<file path="config.mk">
export PLATFORM = sky130hd
export DESIGN_NAME = dual_mode_serial_port
export DESIGN_NICKNAME = d
export VERILOG_FILES = /design/src/rtl/dual_mode_serial_port.v
export VERILOG_INCLUDE_DIRS = /design/src /design/src/common
export SDC_FILE = /design/constraint.sdc
export NUM_CORES = 1
export LEC_CHECK = 0
export BUFFER_PORTS_ARGS = -buffer_cell sky130_fd_sc_hd__buf_4
export CAP_MARGIN = 30
export CORE_ASPECT_RATIO = 0.9
export CORE_MARGIN = 2
export CORE_UTILIZATION = 60
export CTS_BUF_LIST = sky130_fd_sc_hd__clkbuf_8 sky130_fd_sc_hd__clkbuf_16
export CTS_CLUSTER_SIZE = 40
export DETAILED_ROUTE_END_ITERATION = 10
export GPL_ROUTABILITY_DRIVEN = 0
export PLACE_DENSITY = 0.84
export SETUP_SLACK_MARGIN = 0.3
export SKIP_LAST_GASP = 1
export SLEW_MARGIN = 10
export SYNTH_ARGS = -nofsm -noshare
export SYNTH_HDL_FRONTEND = slang
export SYNTH_SLANG_ARGS = --single-unit
</file>
<file path="constraint.sdc">
create_clock -name clk_sys -period 5.65 [get_ports clk_sys]
set_clock_uncertainty 0.05 [all_clocks]
set_input_delay 0.2825 -clock clk_sys [delete_from_list [all_inputs] [get_ports clk_sys]]
set_output_delay 0.2825 -clock clk_sys [all_outputs]
set_load 0.005 [all_outputs]
</file>
<file path="src/common/dual_mode_serial_port_regs.vh">
// Purpose: register map, field positions, reset values and timing constants of the serial port
// Assumes: byte addresses on a 32-bit Avalon-MM slave, one register per aligned word
// Notes:   narrow registers sit in the low bits, upper bits read as zero
`ifndef DUAL_MODE_SERIAL_PORT_REGS_VH
`define DUAL_MODE_SERIAL_PORT_REGS_VH

// ----------------------------------------
// register byte offsets
// ----------------------------------------
`define OFS_MODE     5'h00
`define OFS_CTRL0    5'h04
`define OFS_CTRL1    5'h08
`define OFS_BRG      5'h0C
`define OFS_TXBUF    5'h10
`define OFS_RXBUF    5'h14
`define OFS_IRQ      5'h18

// ----------------------------------------
// field positions
// ----------------------------------------
`define MODE_EXTCLK  3
`define MODE_STOP2   4
`define MODE_EVEN    5
`define MODE_PAREN   6
`define CTRL0_RTSSEL 2
`define CTRL0_IDLE   3
`define CTRL1_TE     0
`define CTRL1_TI     1
`define CTRL1_RE     2
`define CTRL1_RI     3
`define CTRL1_OVR    4
`define IRQ_TX       0
`define IRQ_RX       1

// ----------------------------------------
// format codes in mode bits 2..0
// ----------------------------------------
`define FMT_SYNC     3'h1
`define FMT_ASYNC7   3'h4
`define FMT_ASYNC8   3'h5
`define FMT_ASYNC9   3'h6

// ----------------------------------------
// reset values and timing
// ----------------------------------------
`define RST_MODE     8'h00
`define RST_CTRL0    8'h08
`define RST_CTRL1    8'h02
`define RST_BRG      8'h00
`define SYNC_BITS    4'h8
`define ASYNC_OVS    4'hF
`define SRC_DIV0     1
`define SRC_DIV1     4
`define SRC_DIV2     16
`define SRC_DIV3     64

`endif

</file>
<file path="src/rtl/dual_mode_serial_port.v">
// Purpose: clock-synchronous / asynchronous serial port with Avalon-MM registers
// Assumes: all pins synchronous to clk_sys; async reception handled elsewhere
// Notes:   one wait state on every bus access; clock pin doubles as external source
`include "dual_mode_serial_port_regs.vh"
`timescale 1ns/1ps
`default_nettype none

module dual_mode_serial_port #(
   parameter DIV0 = `SRC_DIV0,
   parameter DIV1 = `SRC_DIV1,
   parameter DIV2 = `SRC_DIV2,
   parameter DIV3 = `SRC_DIV3
) (
   input  wire        clk_sys,
   input  wire        arst_n,
   input  wire [4:0]  address,
   input  wire        read,
   input  wire        write,
   input  wire [31:0] writedata,
   output reg  [31:0] readdata,
   output reg         waitrequest,
   input  wire        clk_pin_in,
   output reg         clk_pin_out,
   output reg         clk_pin_oe,
   output reg         txd,
   input  wire        rxd,
   input  wire        flow_in,
   output reg         flow_out,
   output reg         flow_oe
);

   // ----------------------------------------
   // state
   // ----------------------------------------
   reg  [7:0]  mode_q;
   reg  [2:0]  ctrl0_q;
   reg         te_q;
   reg         ti_q;
   reg         re_q;
   reg         ri_q;
   reg         ovr_q;
   reg         idle_q;
   reg  [7:0]  brg_q;
   reg  [8:0]  txbuf_q;
   reg  [7:0]  rxbuf_q;
   reg  [1:0]  irq_q;
   reg  [8:0]  pre_q;
   reg  [7:0]  brg_cnt_q;
   reg  [3:0]  ovs_q;
   reg         clk_prev_q;
   reg         busy_q;
   reg         tend_q;
   reg  [12:0] sh_q;
   reg  [3:0]  left_q;
   reg  [3:0]  rise_cnt_q;
   reg  [7:0]  rxsh_q;
   reg  [3:0]  rxcnt_q;

   wire        acc_done = (read | write) & ~waitrequest;
   wire        wr_go = write & ~waitrequest;
   wire        rd_go = read & ~waitrequest;
   wire        is_sync = (mode_q[2:0] == `FMT_SYNC);
   wire        is_async = mode_q[2] & (mode_q[1:0] != 2'h3);
   wire        ext_clk = mode_q[`MODE_EXTCLK];
   wire        pin_rise = clk_pin_in & ~clk_prev_q;
   wire        pin_fall = ~clk_pin_in & clk_prev_q;

   // ----------------------------------------
   // source clock and bit-rate divider
   // ----------------------------------------
   // prescaler terminal count for one source divide, cut to counter width;
   // a divide of 1 gives a source tick on every clock, the fastest setting
   function [8:0] lim_of;
      input integer div;
      integer full;
      begin
         full = div - 1;
         lim_of = full[8:0];
      end
   endfunction

   // source select picks the terminal count; a change mid-frame
   // stretches or cuts the bit in flight, so set it while idle
   reg  [8:0]  pre_lim;
   always @* begin
      case (ctrl0_q[1:0])
         2'h0:    pre_lim = lim_of(DIV0);
         2'h1:    pre_lim = lim_of(DIV1);
         2'h2:    pre_lim = lim_of(DIV2);
         default: pre_lim = lim_of(DIV3);
      endcase
   end

   // external source only counts in async; sync external shifts on the pin itself
   wire        int_tick = (pre_q >= pre_lim);
   wire        src_tick = ext_clk ? pin_rise : int_tick;
   wire        brg_tick = src_tick & (brg_cnt_q == 8'h00);
   wire        bit_tick = brg_tick & (ovs_q == `ASYNC_OVS);

   // ----------------------------------------
   // shift clock events in sync mode
   // ----------------------------------------
   // internal: sclk toggles on each divider tick only while a frame is out
   wire        sy_fall = is_sync & busy_q & (ext_clk ? pin_fall : (brg_tick & clk_pin_out));
   wire        sy_rise_int = is_sync & ~ext_clk & busy_q & brg_tick & ~clk_pin_out;
   wire        sy_rise = is_sync & (ext_clk ? pin_rise : sy_rise_int);

   // ----------------------------------------
   // transmit start and async frame build
   // ----------------------------------------
   wire        permit = ctrl0_q[`CTRL0_RTSSEL] | ~flow_in;
   wire        start = tend_q & te_q & ~ti_q & permit & (is_sync | is_async);

   reg  [12:0] frame;
   reg  [3:0]  frame_len;
   reg  [3:0]  dlen;
   reg  [8:0]  dmask;
   reg         par;
   integer     i;
   always @* begin
      frame = 13'h1FFF;
      dlen = (mode_q[1:0] == 2'h0) ? 4'h7 : (mode_q[1:0] == 2'h1) ? 4'h8 : 4'h9;
      dmask = txbuf_q & ((9'h001 << dlen) - 9'h001);
      par = (^dmask) ^ ~mode_q[`MODE_EVEN];
      frame[0] = 1'b0;
      for (i = 0; i < 9; i = i + 1) begin
         if (i < dlen) begin
            frame[1 + i] = dmask[i];
         end
      end
      if (mode_q[`MODE_PAREN]) begin
         frame[1 + dlen] = par;
      end
      frame_len = 4'h1 + dlen + {3'h0, mode_q[`MODE_PAREN]} + (mode_q[`MODE_STOP2] ? 4'h2 : 4'h1);
   end

   // ----------------------------------------
   // prescaler, divider and oversample counters
   // ----------------------------------------
   always @(posedge clk_sys or negedge arst_n) begin
      if (!arst_n) begin
         pre_q <= 9'h000;
         brg_cnt_q <= 8'h00;
         ovs_q <= 4'h0;
         clk_prev_q <= 1'b1;
      end else begin
         clk_prev_q <= clk_pin_in;
         pre_q <= int_tick ? 9'h000 : pre_q + 9'h001;
         if (src_tick) begin
            brg_cnt_q <= (brg_cnt_q == 8'h00) ? brg_q : brg_cnt_q - 8'h01;
         end
         if (start) begin
            ovs_q <= 4'h0;                                          // bit phase starts with frame
         end else if (brg_tick) begin
            ovs_q <= ovs_q + 4'h1;
         end
      end
   end

   // ----------------------------------------
   // transmitter
   // ----------------------------------------
   always @(posedge clk_sys or negedge arst_n) begin
      if (!arst_n) begin
         busy_q <= 1'b0;
         tend_q <= 1'b1;
         idle_q <= 1'b1;
         sh_q <= 13'h1FFF;
         left_q <= 4'h0;
         rise_cnt_q <= 4'h0;
         txd <= 1'b1;
         clk_pin_out <= 1'b1;
      end else begin
         tend_q <= ~busy_q & ~start;
         if (start) begin
            idle_q <= 1'b0;
         end else if (tend_q) begin
            idle_q <= 1'b1;
         end
         if (start) begin
            busy_q <= 1'b1;
            rise_cnt_q <= 4'h0;
            left_q <= frame_len;
            if (is_sync) begin
               sh_q <= {5'h1F, txbuf_q[7:0]};
            end else begin
               sh_q <= frame >> 1;
               txd <= frame[0];
            end
         end else if (busy_q & is_sync) begin
            if (~ext_clk & brg_tick) begin
               clk_pin_out <= ~clk_pin_out;
            end
            if (sy_fall) begin
               txd <= sh_q[0];
               sh_q <= {1'b1, sh_q[12:1]};
            end
            if (sy_rise) begin
               rise_cnt_q <= rise_cnt_q + 4'h1;
               if (rise_cnt_q == `SYNC_BITS - 4'h1) begin
                  busy_q <= 1'b0;
               end
            end
         end else if (busy_q & bit_tick) begin
            if (left_q == 4'h1) begin
               busy_q <= 1'b0;
               txd <= 1'b1;
            end else begin
               txd <= sh_q[0];
               sh_q <= {1'b1, sh_q[12:1]};
               left_q <= left_q - 4'h1;
            end
         end else if (~busy_q) begin
            clk_pin_out <= 1'b1;
         end
      end
   end

   // ----------------------------------------
   // sync receiver and receive-ready output
   // ----------------------------------------
   wire        rx_word = sy_rise & re_q & (rxcnt_q == `SYNC_BITS - 4'h1);
   always @(posedge clk_sys or negedge arst_n) begin
      if (!arst_n) begin
         rxsh_q <= 8'h00;
         rxcnt_q <= 4'h0;
         rxbuf_q <= 8'h00;
         flow_out <= 1'b1;
      end else begin
         if (!re_q) begin
            rxcnt_q <= 4'h0;
            flow_out <= 1'b1;
         end else if (sy_rise) begin
            rxsh_q <= {rxd, rxsh_q[7:1]};
            rxcnt_q <= rx_word ? 4'h0 : rxcnt_q + 4'h1;
            flow_out <= ~rx_word;
            if (rx_word) begin
               rxbuf_q <= {rxd, rxsh_q[7:1]};
            end
         end else if (rxcnt_q == 4'h0) begin
            flow_out <= 1'b0;
         end
      end
   end

   // ----------------------------------------
   // pin enables
   // ----------------------------------------
   // async with internal clock leaves the clock pin to general I/O
   always @(posedge clk_sys or negedge arst_n) begin
      if (!arst_n) begin
         clk_pin_oe <= 1'b0;
         flow_oe <= 1'b0;
      end else begin
         clk_pin_oe <= is_sync & ~ext_clk;
         flow_oe <= ctrl0_q[`CTRL0_RTSSEL];
      end
   end

   // ----------------------------------------
   // registers and status flags
   // ----------------------------------------
   wire        wr_txbuf = wr_go & (address == `OFS_TXBUF);
   wire        rd_rxbuf = rd_go & (address == `OFS_RXBUF);
   always @(posedge clk_sys or negedge arst_n) begin
      if (!arst_n) begin
         mode_q <= `RST_MODE;
         ctrl0_q <= 3'h0;
         te_q <= 1'b0;
         re_q <= 1'b0;
         brg_q <= `RST_BRG;
         txbuf_q <= 9'h000;
         ti_q <= 1'b1;
         ri_q <= 1'b0;
         ovr_q <= 1'b0;
         irq_q <= 2'h0;
      end else begin
         if (wr_go & (address == `OFS_MODE)) mode_q <= writedata[7:0];
         if (wr_go & (address == `OFS_CTRL0)) ctrl0_q <= writedata[2:0];
         if (wr_go & (address == `OFS_CTRL1)) begin
            te_q <= writedata[`CTRL1_TE];
            re_q <= writedata[`CTRL1_RE];
         end
         if (wr_go & (address == `OFS_BRG)) brg_q <= writedata[7:0];
         if (wr_txbuf) txbuf_q <= writedata[8:0];
         // a write after the load leaves the new word pending
         if (wr_txbuf) begin
            ti_q <= 1'b0;
         end else if (start) begin
            ti_q <= 1'b1;
         end
         // a word landing in the read cycle keeps its flags
         if (rx_word) begin
            ri_q <= 1'b1;
            ovr_q <= ovr_q | ri_q;
         end else if (rd_rxbuf) begin
            ri_q <= 1'b0;
            ovr_q <= 1'b0;
         end else if (!re_q) begin
            ovr_q <= 1'b0;
         end
         // request bits: hardware set wins over a write-one clear
         irq_q[`IRQ_TX] <= (start & ~wr_txbuf) |
            (irq_q[`IRQ_TX] & ~(wr_go & (address == `OFS_IRQ) & writedata[`IRQ_TX]));
         irq_q[`IRQ_RX] <= (rx_word & ~ri_q) |
            (irq_q[`IRQ_RX] & ~(wr_go & (address == `OFS_IRQ) & writedata[`IRQ_RX]));
      end
   end

   // ----------------------------------------
   // Avalon-MM slave: one wait state, read data registered
   // ----------------------------------------
   // the wait state lets read data come from a flop, so no register
   // path reaches readdata combinationally; the price is one extra
   // cycle on every access, writes included
   // side effects of a read (rx buffer) land on the acknowledge edge
   always @(posedge clk_sys or negedge arst_n) begin
      if (!arst_n) begin
         waitrequest <= 1'b1;
         readdata <= 32'h00000000;
      end else begin
         waitrequest <= ~((read | write) & waitrequest);
         if (read & waitrequest) begin
            case (address)
               `OFS_MODE:  readdata <= {24'h000000, mode_q};
               `OFS_CTRL0: readdata <= {28'h0000000, idle_q, ctrl0_q};
               // error bits 7..5 read zero and act on nothing
               `OFS_CTRL1: readdata <= {27'h0000000, ovr_q, ri_q, re_q, ti_q, te_q};
               `OFS_BRG:   readdata <= {24'h000000, brg_q};
               `OFS_TXBUF: readdata <= {23'h000000, txbuf_q};
               `OFS_RXBUF: readdata <= {24'h000000, rxbuf_q};
               `OFS_IRQ:   readdata <= {30'h00000000, irq_q};
               default:    readdata <= 32'h00000000;
            endcase
         end
      end
   end

endmodule

`default_nettype wire

</file>
Word level (Yosys, flattened, before mapping)
Cells that the tools add are included.
{"block": "classes", "addsub": 11, "mul": 0, "div": 0, "n_lt_le_gt_ge": 12, "eq_ne": 28, "shift": 1, "n_mux": 69, "bitwise_logic": 63, "reduce_logical": 24}
{"cell": "$mux W13", "count": 7}
{"cell": "$pmux W9 S7", "count": 1}
{"cell": "$mux W4", "count": 13}
{"cell": "$mux W1", "count": 42}
{"cell": "$and A1 B1 Y1", "count": 39}
{"cell": "$pmux W6 S3", "count": 1}
{"cell": "$lt A3 B4 Y1 const A", "count": 4}
{"cell": "$not A1 Y1", "count": 16}
{"cell": "$eq A5 B5 Y1 const B", "count": 3}
{"cell": "$reduce_bool A2 Y1", "count": 7}
{"cell": "$bwmux W13", "count": 1}
{"cell": "$add A4 B1 Y4 const B", "count": 3}
{"cell": "$reduce_and A3 Y1", "count": 4}
{"cell": "$eq A5 B4 Y1 const B", "count": 2}
{"cell": "$ne A2 B2 Y1 const B", "count": 5}
{"cell": "$add A9 B1 Y9 const B", "count": 1}
{"cell": "$and A9 B9 Y9", "count": 1}
{"cell": "$ge A9 B9 Y1", "count": 1}
{"cell": "$mux W9", "count": 1}
{"cell": "$ne A3 B3 Y1 const B", "count": 3}
{"cell": "$reduce_xor A9 Y1", "count": 1}
{"cell": "$shl A1 B4 Y9 const A", "count": 1}
{"cell": "$sub A9 B1 Y9 const B", "count": 1}
{"cell": "$eq A4 B3 Y1 const B", "count": 2}
{"cell": "33 further kinds", "count": 48}
{"block": "word_totals", "regBits": 139, "latch_bits": 0, "ram_bits": 0, "mem_bits_ro": 0, "inputBits": 44, "output_inout_bits": 38, "elab_cells": 238, "mem_count": 0}

Logic depth before layout (Yosys ltp)
{"block": "depth", "ltp_word": 14, "depth_mapped": 11, "mapped_depth_nobuf": 9}

Least setup slack after synthesis
No wires, ideal clock.
{"block": "synth_timing", "path_type": "reg-to-reg", "from": "register brg_cnt_q[3]", "to": "register rxbuf_q[7]", "setup_time_ps": 125, "arrival_ps": 2530, "required_ps": 5475, "path_slack_ps": 2945, "path_stages_with_launch": 9, "path_buffers": 2, "cell_sequence": "dfrtp_1 -> or4_1 -> clkbuf_1 -> or3_1 -> buf_2 -> nor4_4 -> a21oi_2 -> nor2_4 -> mux2_2"}
{"block": "synth_via", "elab_chain_len": 9}
{"item": "start, declared", "line": "dual_mode_serial_port.v:48", "rtl": "reg [7:0] brg_cnt_q;"}
{"item": "start signal, assigned", "line": "dual_mode_serial_port.v:150", "rtl": "brg_cnt_q <= (brg_cnt_q == 8'h00) ? brg_q : brg_cnt_q - 8'h01;"}
{"item": "$logic_not A8 Y1 (*)", "line": "dual_mode_serial_port.v:97", "rtl": "wire brg_tick = src_tick & (brg_cnt_q == 8'h00);"}
{"item": "$and A1 B1 Y1 (*)", "line": "dual_mode_serial_port.v:97"}
{"item": "$and A1 B1 Y1 (*) (2 in a row)", "line": "dual_mode_serial_port.v:105", "rtl": "wire sy_rise_int = is_sync & ~ext_clk & busy_q & brg_tick & ~clk_pin_out;"}
{"item": "$mux W1 (*)", "line": "dual_mode_serial_port.v:106", "rtl": "wire sy_rise = is_sync & (ext_clk ? pin_rise : sy_rise_int);"}
{"item": "$and A1 B1 Y1 (*)", "line": "dual_mode_serial_port.v:106"}
{"item": "$and A1 B1 Y1 (2 in a row)", "line": "dual_mode_serial_port.v:222", "rtl": "wire rx_word = sy_rise & re_q & (rxcnt_q == `SYNC_BITS - 4'h1);"}
{"item": "$reduce_and A3 Y1 (no source line) (*)"}
{"item": "end signal, assigned", "line": "dual_mode_serial_port.v:238", "rtl": "rxbuf_q <= {rxd, rxsh_q[7:1]};"}
{"item": "end, declared", "line": "dual_mode_serial_port.v:45", "rtl": "reg [7:0] rxbuf_q;"}
Every way passes the cells marked *; elsewhere a longest branch is shown, timed or not.
A chain may end at the register's enable or synchronous reset.

Worst setup path after layout
{"block": "layout_timing", "from": "register brg_cnt_q[3]", "to": "register sh_q[8]"}
{"block": "layout_via", "elab_chain_len": 7, "word_cells_on_any_way": 10, "cone_classes": "eq/ne (1); mux (1); bitwise (5); reduce/logical (3)"}
{"item": "$logic_not A8 Y1 (*)", "line": "dual_mode_serial_port.v:97"}
{"item": "$and A1 B1 Y1 (*)", "line": "dual_mode_serial_port.v:97"}
{"item": "$and A1 B1 Y1", "line": "dual_mode_serial_port.v:104", "rtl": "wire sy_fall = is_sync & busy_q & (ext_clk ? pin_fall : (brg_tick & clk_pin_out));"}
{"item": "$mux W1", "line": "dual_mode_serial_port.v:104"}
{"item": "$and A1 B1 Y1", "line": "dual_mode_serial_port.v:104"}
{"item": "$ne A3 B3 Y1 (no source line)"}
{"item": "$reduce_and A3 Y1 (no source line) (*)"}
{"item": "end signal, assigned", "line": "dual_mode_serial_port.v:185", "rtl": "sh_q <= {5'h1F, txbuf_q[7:0]};"}
{"item": "end signal, assigned", "line": "dual_mode_serial_port.v:187", "rtl": "sh_q <= frame >> 1;"}
{"item": "end signal, assigned", "line": "dual_mode_serial_port.v:196", "rtl": "sh_q <= {1'b1, sh_q[12:1]};"}
{"item": "end, declared", "line": "dual_mode_serial_port.v:53", "rtl": "reg [12:0] sh_q;"}
Marks and branches as above.

==> results.toml <==
[global_routing]
grt_start_max_net_pins = 66
overflow = 0
grt_usage_pct = 28.5
grt_pass1_wl_um = 23600
antenna_found_initial = 0
grt_pass1_vias = 4770

[critical_path]
r2r_cells = 6
reg2reg_from = "brg_cnt_q[3]"
cp_max_fo = 13
cp-start-kind = "flop"
worstSetupEndpointType = "flop"
critical_path_required_ns = 5.93
critPathSlowestCell = "a21oi_2"
r2r-end = "sh_q[8]"
worst_ep_arrival_time_ns = 3.69
r2r_slack_ns = 2.24
crit_chain = "or4_1, nor3_2, and3_1, o31ai_1, a21oi_2, mux2_2"
cpPeakStageDelay_ns = 0.71
critPathKind = "flop to flop"

[timing]
slew_violations = 0
setup_tns_ns = 0
tightestPinTransition_ns = 0.981
clock.fmax_mhz = 294
worst_slack_ns = 2.24
hold_viol = 0
rsz0062_at_grt = "no"
fin_crit_ns = 3.41
setup_viol_count_final = 0
relSlewSlack_pct = 34.1
min_period_over_period_pct = 60.3

[final_layout]
drive_gt1_share_pct = 25.9
antenna_cells = 0
postLayoutCellArea_um2 = 7070
fin_nets = 684
final_util_pct = 72.3
nFillCells = 654
syn_to_final_growth_pct = 16.1

[clock_network]
cts_root_buffer = "clkbuf_16"
cts_tree = "built"
numCtsBuffers = 17
cts_sinks = 115
path_clk_slew_ns = 0.06
cts_setup_buffers = 0
h-tree-depth = 4
cts_buffer_depth = 2
clkLatencyLatePin_ns = 0.41

[synth]
avgSynthCellArea_um2 = 10.5
yosys.area.top_type_share_pct = 38.6
synth_edf_count = 0
yosys.area.top_type = "dfrtp_1"
synth_area_leaders = "dfrtp_1 39%, mux2_2 11%, dfstp_2 9.1%"
netlist_area_um2 = 6090
synth.distinct_cells = 64
synthArstFlopShare_pct = 100
postSynthCellCount = 579
synth_warnings = 0
synth_ff_type = "dfrtp_1"
ys_seq_elements = 115
ys_seq_area_share_pct = 47.7

[drt]
firstDrtPassIters = 5
post_drt_wl_per_cell_um = 18.8
wl_um = 14300
drt_iter0_markers = 440
antenna_left = 0
via_per_inst = 6.18
num_vias = 4694
route.detailed.drc = 0

[min_path]
hold_depth = 2
min_to = "txbuf_q[8]"
worstHoldPathType = "primary input to flop"
hold_start = "writedata[8]"

[placed_design]
place_ws_ns = 2.34
port_buffers = 35
hpwlAfterDp_um = 9560
placed_area_um2 = 6360

[status]
outcome = "finished clean"

[power_and_ir_drop]
p_total_uw = 2790
vdd_drop_max_mv = 0.368
p_leak_uw = 0.00331
powerDensity_nw_per_um2 = 395

[floorplanning]
boundaryPins = 82
die_h_um = 99.6
die_w_um = 110
core-area_um2 = 9780
initial_core_util_pct = 62.3
dieArea_um2 = 11000
rows = 34

[run]
drv_cap = 0
==> synth_stat cells, types with 2 or more instances <==
library cell	count
dfrtp_1	94
nand2_1	65
mux2_2	60
nor2_1	36
o21ai_0	26
buf_4	24
inv_1	24
a21oi_1	23
dfstp_2	21
ha_1	19
clkbuf_1	17
nor3_1	13
xnor2_1	11
nand3_1	10
mux2i_1	9
a22o_1	8
nand4_1	7
o31ai_1	7
xor2_1	7
a222oi_1	6
a211oi_1	5
a21o_1	5
and2_1	5
nor2b_1	5
or3_1	5
a31oi_1	4
and3_1	4
nand2b_1	4
or4_1	4
a21oi_2	3
buf_1	3
nor3b_1	3
o31a_1	3
or2_2	3
a211o_1	2
a221oi_1	2
nand3b_1	2
nand4b_1	2
o21a_1	2
o22ai_1	2
==> worst max path at each step <==
stage                      start  slack (ns)    endpoint
finish              brg_cnt_q[3]        2.24     sh_q[8]
global route              tend_q        2.02     sh_q[2]
CTS                       tend_q        2.30     sh_q[8]
detailed placement       flow_in        2.34     sh_q[8]
global placement         flow_in        2.43     sh_q[7]
floorplan           brg_cnt_q[3]        2.94  rxbuf_q[7]
==> power by group <==
| part | switching [µW] | leakage, µW | total (µW) | internal, µW |
|---|---|---|---|---|
| registers | 128 | 0.00148 | 1090 | 964 |
| clock network | 376 | 0.000328 | 1200 | 824 |
| logic | 268 | 0.00150 | 502 | 234 |
| total | 773 | 0.00331 | 2790 | 2020 |
==> timing repair <==
item                                   CTS  global route
endpoints found under the hold margin   48             0
hold buffers                             4             0
gates resized for setup                  0             0
==> state kept, by name, summed over array words and instances, names as in the netlist, 7 cells and up <==
name	count
sh_q	13
pre_q	9
readdata	9
txbuf_q	9
brg_cnt_q	8
brg_q	8
mode_q	8
rxbuf_q	8
rxsh_q	7
==> cell families after synthesis <==
kind of cell               synth area share, %
adders and majority gates                 4.23
muxes                                     12.6
DFF                                       47.7
other                                   0.0615
AOI/OAI and AO/OA                         12.3
xor gates and xnor gates                  2.96
and+or+nand+nor                           14.5
buffers and inverters                     5.75
==> per-stage QoR <==
stage / std cells / hold WS (ns)
CTS: 757 / 0.0559
global route: 759 / 0.0569
finish: 759 / 0.0624
global placement: 721 / 0.283
floorplan: 603 / -0.0631
detailed placement: 721 / 0.296
==> critical path: cells and delay by family (launching register included) <==
| kind | cells | cell delay [ns] |
|---|---|---|
| compound gates | 2 | 0.90 |
| simple gates | 3 | 1.51 |
| mux | 1 | 0.42 |
| flops | 1 | 0.44 |
==> metal layers <==
| layer | part of all wire [%] | up-vias | GRT usage [%] | wire length, µm |
|---|---|---|---|---|
| li1 | - | 2113 | - | - |
| met1 | 41 | 2331 | 37.0 | 5910 |
| met2 | 49 | 212 | 45.5 | 6950 |
| met3 | 7.3 | 38 | 7.73 | 1050 |
| met4 | 2.6 | 0 | 10.8 | 372 |
| met5 | 0 | - | 0 | 0 |
==> placed cells by master (no fill, tap or decap), drive strengths merged, types with 8 or more instances in the layout <==
| cell type | n |
|---|---|
| nor3 | 14 |
| ha | 19 |
| xnor2 | 11 |
| nor2 | 37 |
| mux2i | 9 |
| dfrtp | 94 |
| nand3 | 10 |
| buf | 38 |
| clkbuf | 22 |
| inv | 25 |
| a21oi | 26 |
| conb | 25 |
| mux2 | 60 |
| o21ai | 26 |
| dfstp | 21 |
| a22o | 8 |
| nand2 | 66 |
==> cell type report <==
class | instances | area (µm²) | area share (%)
well taps | 126 | 158 | 2.23
multi-input cells | 419 | 2930 | 41.4
clock buffers | 21 | 480 | 6.79
clock inverters | 11 | 180 | 2.55
flip-flops and latches | 115 | 2900 | 41.1
inverters | 24 | 90.1 | 1.27
repair buffers | 43 | 333 | 4.70
Note: power is estimated with default switching activity, not from simulation.
